===== src/hdl/probe_detect_pkg.sv =====
package probe_detect_pkg;

  // ****************************************
  // Register map (byte addresses)
  // ****************************************
  localparam logic [7:0]  STATUS_FIRST_OFS  = 8'h00;   // Hold flag, fault flag
  localparam logic [7:0]  STATUS_SECOND_OFS = 8'h04;   // Attached, hot available
  localparam logic [7:0]  MAILBOX_ZERO_OFS  = 8'h08;   // Scratch word zero
  localparam logic [7:0]  MAILBOX_ONE_OFS   = 8'h0C;   // Scratch word one
  localparam logic [7:0]  CONTROL_OFS       = 8'h10;   // Write guard, mux control

  // ****************************************
  // Field positions
  // ****************************************
  localparam int HOLD_BIT      = 1;   // First status: cpu hold flag
  localparam int FAULT_BIT     = 2;   // First status: protection fault
  localparam int ATTACHED_BIT  = 1;   // Second status: probe attached
  localparam int HOT_AVAIL_BIT = 2;   // Second status: hot attach available
  localparam int GUARD_BIT     = 0;   // Control: write guard enable
  localparam int MUX_OFF_BIT   = 1;   // Control: pin mux disabled
  localparam int ALT_FUNC_BIT  = 2;   // Control: clock pin given other function

  // ****************************************
  // Reset values and bus answers
  // ****************************************
  localparam logic [31:0] MAILBOX_RESET = 32'h0000_0000;
  localparam logic [2:0]  CONTROL_RESET = 3'h0;
  localparam logic [1:0]  RESP_OKAY     = 2'h0;
  localparam logic [1:0]  RESP_SLVERR   = 2'h2;
  localparam logic [1:0]  RESP_DECERR   = 2'h3;

endpackage


===== src/hdl/probe_detect.sv =====
// Chosen here: the register addresses and the AXI4-Lite register port.
`timescale 1ns/1ps

// Notes on behaviour
// - Clock pin owned by unit after reset
// - Reset release with clock low holds cpu
// - Clock pin pulled up at startup
// - Hold flag set while cpu held
// - Writing one releases cpu, clears flag
// - Writing zero to hold flag ignored
// - Protected release refused, fault flag set
// - Reset hold counts as cold attach
// - Hot detector reset during any reset
// - Clock falling edge means hot attach
// - Pin reassigned disables hot until reset
// - Hot availability flag readable
// - Attached flag set on either detection
// - Protection suppresses hot detection
// - No detection before power reset ends
// - Write guard covers all but mailboxes
// - Debugger accesses bypass write guard
// - Runs in sleep while clock runs
module probe_detect (
  input  wire logic        CLK,           // System clock, 40 MHz
  input  wire logic        NRST,          // Power-on reset, active low
  input  wire logic        EXT_RST_N,     // External reset pin, active low
  input  wire logic        SWCLK_IN,      // Serial-wire clock pin level
  input  wire logic        FLASH_SECURE,  // Flash security bit, device protected
  input  wire logic        AXI_DEBUG,     // Access comes from debugger port
  output logic             SWCLK_PULLUP,  // Internal pull-up enable on clock pin
  output logic             SWCLK_OWNED,   // Clock pin assigned to this unit
  output logic             CPU_RST_HOLD,  // Hold cpu core in reset
  input  wire logic [7:0]  AWADDR,
  input  wire logic        AWVALID,
  output logic             AWREADY,
  input  wire logic [31:0] WDATA,
  input  wire logic [3:0]  WSTRB,
  input  wire logic        WVALID,
  output logic             WREADY,
  output logic [1:0]       BRESP,
  output logic             BVALID,
  input  wire logic        BREADY,
  input  wire logic [7:0]  ARADDR,
  input  wire logic        ARVALID,
  output logic             ARREADY,
  output logic [31:0]      RDATA,
  output logic [1:0]       RRESP,
  output logic             RVALID,
  input  wire logic        RREADY
);
  import probe_detect_pkg::*;

  // ****************************************
  // Reset synchronisers
  // ****************************************
  logic       por_s1_r;      // Power reset release, stage one
  logic       por_n_r;       // Synchronised power reset, active low
  logic       ext_s1_r;      // External reset pin, stage one
  logic       ext_s2_r;      // External reset pin, stage two
  logic       ext_q_r;       // Previous external reset level
  logic       clk_s1_r;      // Clock pin, stage one
  logic       clk_s2_r;      // Clock pin, stage two
  logic       clk_q_r;       // Previous clock pin level
  logic       dbg_s1_r;      // Debugger-port flag, stage one
  logic       dbg_s2_r;      // Debugger-port flag, stage two

  // Power reset released through two flops
  always_ff @(posedge CLK or negedge NRST) begin
    if (!NRST) begin
      por_s1_r <= 1'b0;
      por_n_r  <= 1'b0;
    end else begin
      por_s1_r <= 1'b1;
      por_n_r  <= por_s1_r;
    end
  end

  // Pin inputs pass two flops before use
  always_ff @(posedge CLK or negedge por_n_r) begin
    if (!por_n_r) begin
      ext_s1_r <= 1'b0;
      ext_s2_r <= 1'b0;
      ext_q_r  <= 1'b0;
      clk_s1_r <= 1'b1;
      clk_s2_r <= 1'b1;
      clk_q_r  <= 1'b1;
      dbg_s1_r <= 1'b0;
      dbg_s2_r <= 1'b0;
    end else begin
      ext_s1_r <= EXT_RST_N;
      ext_s2_r <= ext_s1_r;
      ext_q_r  <= ext_s2_r;
      clk_s1_r <= SWCLK_IN;
      clk_s2_r <= clk_s1_r;
      clk_q_r  <= clk_s2_r;
      dbg_s1_r <= AXI_DEBUG;
      dbg_s2_r <= dbg_s1_r;
    end
  end

  // ****************************************
  // Detection events
  // ****************************************
  logic       hold_r;        // Cpu reset hold flag
  logic       fault_r;       // Protection fault flag
  logic       attached_r;    // Probe attached flag
  logic       hot_avail_r;   // Hot attach still possible
  logic [2:0] control_r;     // Guard, mux off, alt function
  logic [31:0] mbox0_r;      // Mailbox zero
  logic [31:0] mbox1_r;      // Mailbox one

  // Reset release edge and clock falling edge, only after power reset ends
  wire ext_release = ext_s2_r & ~ext_q_r;
  wire cold_hit    = ext_release & ~clk_s2_r;
  wire in_reset    = ~ext_s2_r;
  wire hot_hit     = ~in_reset & hot_avail_r & ~FLASH_SECURE
                     & clk_q_r & ~clk_s2_r;
  wire pin_lost    = control_r[MUX_OFF_BIT] | control_r[ALT_FUNC_BIT];

  // ****************************************
  // Write channel
  // ****************************************
  logic        aw_have_r;    // Address captured
  logic        w_have_r;     // Data captured
  logic [7:0]  awaddr_r;     // Captured write address
  logic [31:0] wdata_r;      // Captured write data
  logic [3:0]  wstrb_r;      // Captured byte enables

  wire aw_take  = AWVALID & AWREADY;
  wire w_take   = WVALID & WREADY;
  wire wr_go    = aw_have_r & w_have_r & ~BVALID;
  wire wr_guard = control_r[GUARD_BIT] & ~dbg_s2_r;
  wire sel_st1  = awaddr_r == STATUS_FIRST_OFS;
  wire sel_st2  = awaddr_r == STATUS_SECOND_OFS;
  wire sel_mb0  = awaddr_r == MAILBOX_ZERO_OFS;
  wire sel_mb1  = awaddr_r == MAILBOX_ONE_OFS;
  wire sel_ctl  = awaddr_r == CONTROL_OFS;
  wire wr_known = sel_st1 | sel_st2 | sel_mb0 | sel_mb1 | sel_ctl;
  // Guard covers every mapped register except the two mailboxes
  wire wr_block = wr_guard & wr_known & ~(sel_mb0 | sel_mb1);
  wire wr_ok    = wr_go & ~wr_block;
  wire rel_req  = wr_ok & sel_st1 & wstrb_r[0] & wdata_r[HOLD_BIT];
  wire rel_do   = rel_req & ~FLASH_SECURE;
  wire rel_deny = rel_req & FLASH_SECURE;

  // Merge byte lanes into an old word
  function automatic logic [31:0] merge(input logic [31:0] old_v,
                                        input logic [31:0] new_v,
                                        input logic [3:0]  strb);
    logic [31:0] res;
    res = old_v;
    for (int i = 0; i < 4; i++) begin
      if (strb[i]) begin
        res[i*8 +: 8] = new_v[i*8 +: 8];
      end
    end
    return res;
  endfunction

  // Capture address and data in either order, answer once both held
  always_ff @(posedge CLK or negedge por_n_r) begin
    if (!por_n_r) begin
      aw_have_r <= 1'b0;
      w_have_r  <= 1'b0;
      awaddr_r  <= 8'h00;
      wdata_r   <= 32'h0000_0000;
      wstrb_r   <= 4'h0;
      AWREADY   <= 1'b0;
      WREADY    <= 1'b0;
      BVALID    <= 1'b0;
      BRESP     <= RESP_OKAY;
    end else begin
      AWREADY <= ~aw_have_r & ~aw_take & ~AWREADY;
      WREADY  <= ~w_have_r & ~w_take & ~WREADY;
      if (aw_take) begin
        aw_have_r <= 1'b1;
        awaddr_r  <= AWADDR;
      end
      if (w_take) begin
        w_have_r <= 1'b1;
        wdata_r  <= WDATA;
        wstrb_r  <= WSTRB;
      end
      if (wr_go) begin
        // Response follows both halves
        BVALID    <= 1'b1;
        BRESP     <= !wr_known ? RESP_DECERR : (wr_block ? RESP_SLVERR : RESP_OKAY);
        aw_have_r <= 1'b0;
        w_have_r  <= 1'b0;
      end else if (BVALID && BREADY) begin
        BVALID <= 1'b0;
      end
    end
  end

  // ****************************************
  // Status and control state
  // ****************************************
  // Flags and control, power reset and external reset restart detection
  always_ff @(posedge CLK or negedge por_n_r) begin
    if (!por_n_r) begin
      hold_r      <= 1'b0;
      fault_r     <= 1'b0;
      attached_r  <= 1'b0;
      hot_avail_r <= 1'b1;
      control_r   <= CONTROL_RESET;
      mbox0_r     <= MAILBOX_RESET;
      mbox1_r     <= MAILBOX_RESET;
    end else begin
      // Hold flag: cold hit sets, allowed release clears; set wins
      if (cold_hit) begin
        hold_r <= 1'b1;
      end else if (rel_do) begin
        hold_r <= 1'b0;
      end
      // Fault flag sticky; write one clears, new denial wins
      if (rel_deny) begin
        fault_r <= 1'b1;
      end else if (wr_ok && sel_st1 && wstrb_r[0] && wdata_r[FAULT_BIT]) begin
        fault_r <= 1'b0;
      end
      // Either detection marks a probe present
      if (cold_hit || hot_hit) begin
        attached_r <= 1'b1;
      end else if (wr_ok && sel_st2 && wstrb_r[0] && wdata_r[ATTACHED_BIT]) begin
        attached_r <= 1'b0;
      end
      // Hot detection lost on pin reassignment, back only on reset
      if (in_reset) begin
        hot_avail_r <= 1'b1;
        control_r   <= CONTROL_RESET;
      end else begin
        if (pin_lost) begin
          hot_avail_r <= 1'b0;
        end
        if (wr_ok && sel_ctl && wstrb_r[0]) begin
          control_r <= wdata_r[2:0];
        end
      end
      // Mailboxes ignore the write guard
      if (wr_go && sel_mb0) begin
        mbox0_r <= merge(mbox0_r, wdata_r, wstrb_r);
      end
      if (wr_go && sel_mb1) begin
        mbox1_r <= merge(mbox1_r, wdata_r, wstrb_r);
      end
    end
  end

  // ****************************************
  // Pin and cpu outputs
  // ****************************************
  // Pull-up and ownership from reset until pin reassigned; hold follows flag or reset
  always_ff @(posedge CLK or negedge por_n_r) begin
    if (!por_n_r) begin
      SWCLK_PULLUP <= 1'b1;
      SWCLK_OWNED  <= 1'b1;
      CPU_RST_HOLD <= 1'b1;
    end else begin
      SWCLK_PULLUP <= ~pin_lost;
      SWCLK_OWNED  <= ~pin_lost;
      CPU_RST_HOLD <= in_reset | (hold_r & ~rel_do) | cold_hit;
    end
  end

  // ****************************************
  // Read channel
  // ****************************************
  wire [31:0] st1_word = {29'h0, fault_r, hold_r, 1'b0};
  wire [31:0] st2_word = {29'h0, hot_avail_r & ~FLASH_SECURE, attached_r, 1'b0};
  wire [31:0] ctl_word = {29'h0, control_r};
  wire        rd_known = (ARADDR == STATUS_FIRST_OFS) | (ARADDR == STATUS_SECOND_OFS)
                         | (ARADDR == MAILBOX_ZERO_OFS) | (ARADDR == MAILBOX_ONE_OFS)
                         | (ARADDR == CONTROL_OFS);
  wire [31:0] rd_word  = (ARADDR == STATUS_FIRST_OFS)  ? st1_word :
                         (ARADDR == STATUS_SECOND_OFS) ? st2_word :
                         (ARADDR == MAILBOX_ZERO_OFS)  ? mbox0_r  :
                         (ARADDR == MAILBOX_ONE_OFS)   ? mbox1_r  :
                         (ARADDR == CONTROL_OFS)       ? ctl_word : 32'h0000_0000;

  // Accept one read, answer next cycle, hold until taken
  always_ff @(posedge CLK or negedge por_n_r) begin
    if (!por_n_r) begin
      ARREADY <= 1'b0;
      RVALID  <= 1'b0;
      RDATA   <= 32'h0000_0000;
      RRESP   <= RESP_OKAY;
    end else begin
      ARREADY <= ~RVALID & ~ARREADY & ~ARVALID ? 1'b1 : (~RVALID & ~ARREADY & ARVALID);
      if (ARVALID && ARREADY) begin
        RVALID  <= 1'b1;
        RDATA   <= rd_word;
        RRESP   <= rd_known ? RESP_OKAY : RESP_DECERR;
        ARREADY <= 1'b0;
      end else if (RVALID && RREADY) begin
        RVALID <= 1'b0;
      end
    end
  end

endmodule


===== config.mk =====
export PLATFORM = sky130hd
export DESIGN_NAME = probe_detect
export DESIGN_NICKNAME = d
export VERILOG_FILES = /design/src/hdl/probe_detect_pkg.sv /design/src/hdl/probe_detect.sv
export SDC_FILE = /design/constraint.sdc
export NUM_CORES = 1
export LEC_CHECK = 0
export BUFFER_PORTS_ARGS = -buffer_cell sky130_fd_sc_hd__buf_2
export CORE_ASPECT_RATIO = 1.75
export CORE_MARGIN = 5
export CORE_UTILIZATION = 56
export DETAILED_ROUTE_END_ITERATION = 6
export HOLD_SLACK_MARGIN = 0.1
export PLACE_DENSITY = 0.79
export SYNTH_ARGS = -nofsm -noshare
export SYNTH_HDL_FRONTEND = slang
export SYNTH_SLANG_ARGS = --single-unit
export TNS_END_PERCENT = 30

===== constraint.sdc =====
create_clock -name CLK -period 7.85 [get_ports CLK]
set_clock_uncertainty 0.2 [all_clocks]
set_input_delay 1.1775 -clock CLK [delete_from_list [all_inputs] [get_ports CLK]]
set_output_delay 1.1775 -clock CLK [all_outputs]
set_load 0.05 [all_outputs]

# --- Word-level counts from Yosys, hierarchy flattened ---
# Index checks and enable logic that the tools add are counted.
totals:
  input_bits: 63
  word_cells: 166
  output_inout_bits: 44
  romBits: 0
  regBits: 170
  latchBits: 0
  ram_bits: 0
  n_memories: 0
classes:
  reduce_logical: 31
  addsub: 0
  shift: 0
  bitwise_logic: 59
  div: 0
  mux: 28
  n_mul: 0
  n_lt_le_gt_ge: 0
  eq_ne: 10
ops:
  columns: ["op", "count"]
  rows:
  - ["$mux W32", 4]
  - ["$eq A8 B4 Y1 const B", 4]
  - ["$and A1 B1 Y1", 28]
  - ["$not A1 Y1", 19]
  - ["$mux W1", 18]
  - ["$eq A8 B3 Y1 const B", 2]
  - ["$eq A8 B5 Y1 const B", 2]
  - ["$logic_not A8 Y1", 2]
  - ["$reduce_and A2 Y1", 8]
  - ["$reduce_bool A2 Y1", 7]
  - ["$logic_and A1 B1 Y1", 13]
  - ["$or A1 B1 Y1", 12]
  - ["$mux W3", 3]
  - ["$mux W2", 3]
  - ["$ne A2 B1 Y1 const B", 2]
  - ["$logic_or A1 B1 Y1", 1]

# --- Logic depth before layout (Yosys ltp) ---
depth:
  ltp_word: 17
  depth_mapped: 6
  depth_no_buf: 4

# --- Worst setup path before layout ---
# No wires, ideal clock.
synth_timing:
  path_type: "input-to-reg"
  from: "in ARADDR[1]"
  to: "reg RDATA[10]"
  required_time_ns: 7.567
  path_slack_ns: 5.036
  stages: 6
  n_path_buf: 2
  t_arrival_ns: 2.532
  setup_time_ns: 0.083
  path_cell_list: "or4_1 > nor2_1 > nand4_1 > clkbuf_1 > clkbuf_1 > o21ai_0"
synth_between:
  elab_chain_cells: 5
  elab_cells_between_ends: 8
  cone_classes: "eq/ne: 3; mux: 4; reduce/logical: 1"
synth_lines:
  columns: ["item", "line_no", "source"]
  rows:
  - ["from (decl)", "probe_detect.sv:43", "input wire logic [7:0] ARADDR,"]
  - ["$eq A8 B4 Y1", "probe_detect.sv:278", "(ARADDR == MAILBOX_ONE_OFS) ? mbox1_r :"]
  - ["$mux W32", "probe_detect.sv:278", null]
  - ["$mux W32", "probe_detect.sv:277", "(ARADDR == MAILBOX_ZERO_OFS) ? mbox0_r :"]
  - ["$mux W32", "probe_detect.sv:276", "(ARADDR == STATUS_SECOND_OFS) ? st2_word :"]
  - ["$mux W32 (*)", "probe_detect.sv:275", "wire [31:0] rd_word = (ARADDR == STATUS_FIRST_OFS) ? st1_word :"]
  - ["to (signal assigned)", "probe_detect.sv:292", "RDATA <= rd_word;"]
  - ["to (decl)", "probe_detect.sv:46", "output logic [31:0] RDATA,"]
# Mark *: on every way between the ends. The rest lies on a longest branch, timed or not.
# A chain may end at the register's enable or synchronous reset.

# --- Final worst setup path ---
layout_timing:
  from: "in ARADDR[1]"
  to: "reg RDATA[3]"
# The elaborated chain is that of the path after synthesis.

==> flow_metrics.env <==
export IMPL_status="finished clean"
export IMPL_p_leak_nw=3.93
export IMPL_hold_depth=0
export IMPL_hold_start="dbg_s1_r"
export IMPL_cts_resized_gates=0
export IMPL_start_kind="primary input"
export IMPL_end_kind="flip-flop"
export IMPL_power_density_nw_per_um2=316
export IMPL_numClockSinks=169
export IMPL_postSynthAreaPerCell_um2=13.8
export IMPL_fmax_mhz=277
export IMPL_wl_per_cell_um=18.3
export IMPL_ys_types=39
export IMPL_grt_pass1_wl_um=22900
export IMPL_r2r_cells=4
export IMPL_grt_max_degree=88
export IMPL_min_period_ns=3.62
export IMPL_crit_chain="buf_2 > or4_1 > nor2_1 > nand4_1 > o21ai_0"
export IMPL_cp_arrival_ns=3.70
export IMPL_rows=53
export IMPL_grt_pass1_vias=4557
export IMPL_syn_nets=553
export IMPL_netlist_instances=490
export IMPL_yosysWarnings=0
export IMPL_synth_async_reset_ratio_pct=100
export IMPL_slew_violations=0
export IMPL_crit_buf_inv=1
export IMPL_synth_top_flop_cell="dfrtp_1"
export IMPL_holdWs_ns=0.148
export IMPL_die_h_um=155
export IMPL_critPathKind="in2reg"
export IMPL_start_util_pct=56.5
export IMPL_overflow=0
export IMPL_antenna_found_initial=0
export IMPL_worstMarginPinSlew_ns=1.23
export IMPL_ir_drop_mv=0.248
export IMPL_firstDrtPassIters=4
export IMPL_num_vias=4172
export IMPL_postCtsSetupRepairBufs=0
export IMPL_final_cells=745
export IMPL_syn_to_final_growth_pct=18.6
export IMPL_portBuffers=106
export IMPL_cp_top_family="simple AND/OR/NAND/NOR gates"
export IMPL_r2r_end="mbox1_r[9]"
export IMPL_fin_nets=658
export IMPL_drive_gt1_share_pct=42.3
export IMPL_clockBufferDepth=2
export IMPL_routabilityCongestion=0.857
export IMPL_crit_path_max_incr_delay_ns=1.01
export IMPL_nFillCells=859
export IMPL_maxCapViolCount=0
export IMPL_rsz0062_at_grt="false"
export IMPL_cts_root_buf="clkbuf_16"
export IMPL_final_antenna_net_count=0
export IMPL_cp_depth=5
export IMPL_grt_use_total_pct=20.4
export IMPL_r2r_start="awaddr_r[1]"
export IMPL_setup_violations=0
export IMPL_synth_seq_area_share_pct=62.8
export IMPL_dpl_hpwl_um=9230
export IMPL_crit_path_top_delay_cell="nand4_1"
export IMPL_num_io_pins=107
export IMPL_multi_input_area_um2=2380
export IMPL_tns_ns=0
export IMPL_core_area_um2=11900
export IMPL_ctsHoldBuffers=0
export IMPL_cts_tree="done"
export IMPL_regArea_um2=4240
export IMPL_dpl_cell_count=713
export IMPL_timing_hold_violations_final=0
export IMPL_numCtsBuffers=17
export IMPL_fin_crit_sh_pct=46.1
export IMPL_ff2ff_setup_slack_ns=4.96
export IMPL_synth_commonest_cells="163 x dfrtp_1, 108 x mux2_2, 50 x nand2_1, 37 x o21ai_0, 33 x mux2i_1"
export IMPL_insertion_delay_ns=0.41
export IMPL_min_path_type="reg2reg"
export IMPL_whs_endpoint="dbg_s2_r"
export IMPL_dieArea_um2=14400
export IMPL_synth_edf_count=0
export IMPL_path_max_fanout=29
export IMPL_cp_data_required_time_ns=7.93
export IMPL_htreeDepth=4
export IMPL_die_w_um=93.0
export IMPL_synthesis_area_um2=6750
export IMPL_synth_top_area_share_pct=60.4
export IMPL_routed_wl_um=13600
export IMPL_route_detailed_drc=0
export IMPL_viasPerCell=5.60
export IMPL_diodes=0
export IMPL_drtIter0Drc=224
export IMPL_ys_ff_latch=169
export IMPL_synth_area_leaders="dfrtp_1 60%, mux2_2 18%, mux2i_1 4.9%"
export IMPL_synth_top_area_cell="dfrtp_1"
export IMPL_maxSlewHeadroom_pct=17.9
export IMPL_clk_pin_slew_ns=0.06
export IMPL_synth_most_common_cell="dfrtp_1"
## metal layers
metal	part of all wire, %	GRT usage (%)	up-vias
li1	-	-	1939
met1	40	24.1	2109
met2	55	36.8	112
met3	4.3	4.64	12
met4	1.2	6.29	0
met5	0	0	-
## cells by family after synthesis
family	synth area share, %
buffers and inverters	1.98
AOI/OAI and AO/OA	5.21
DFF	62.8
muxes	23.1
and+or+nand+nor	6.88
other	0.0556
## cell usage in the layout (no fill, tap or decap), types with 3 or more instances in the layout
| cell | instances |
|---|---|
| clkbuf_16 | 17 |
| inv_1 | 8 |
| o21ai_0 | 37 |
| nor2b_1 | 5 |
| o21a_1 | 4 |
| mux2_2 | 108 |
| o31ai_1 | 5 |
| nor4_4 | 3 |
| nand2b_1 | 4 |
| nand3b_1 | 3 |
| buf_2 | 106 |
| nand4b_1 | 3 |
| bufinv_16 | 4 |
| mux2i_1 | 33 |
| clkbuf_1 | 5 |
| nor3_1 | 4 |
| o41ai_1 | 3 |
| nand2_1 | 49 |
| clkbuf_8 | 3 |
| dfstp_2 | 6 |
| buf_4 | 3 |
| nor2_1 | 8 |
| dfrtp_1 | 162 |
## cell type report
type / instances / share of cell area, %
inverter: 8 / 0.375
clock buffer: 25 / 6.07
clock inverter: 7 / 1.75
timing repair buffer: 109 / 6.91
sequential: 169 / 53.0
tap: 137 / 2.14
multi-input combinational: 290 / 29.7
## where the power goes
group          total [mW]  leakage (nW)  switching, mW  internal [mW]
Clock               0.870         0.298          0.312          0.558
Combinational       0.456          1.45          0.251          0.205
Sequential           1.20          2.19          0.149           1.05
## state kept, by name (all words and copies together) (netlist names), 2 cells and up
register and cells:
BRESP 2, RDATA 32, awaddr_r 8, control_r 3, mbox0_r 32, mbox1_r 32, wdata_r 32, wstrb_r 4
## through the flow
stage,area [um^2],setup WS (ns),util (%),power [mW]
global placement,7370,4.11,61.8,1.64
detailed placement,7370,3.87,61.8,1.67
floorplan,6750,2.60,-,1.53
CTS,8000,4.19,67.0,2.55
global route,8000,3.95,67.0,2.64
finish,8000,4.23,67.0,2.53
## worst max path at each step
stage                    from         to
floorplan             por_n_r    ARREADY
CTS                 ARADDR[1]   RDATA[3]
detailed placement  ARADDR[1]  RDATA[23]
finish              ARADDR[1]   RDATA[3]
global placement    ARADDR[1]   RDATA[4]
global route        ARADDR[1]   RDATA[3]
(Power assumes the default switching activity.)
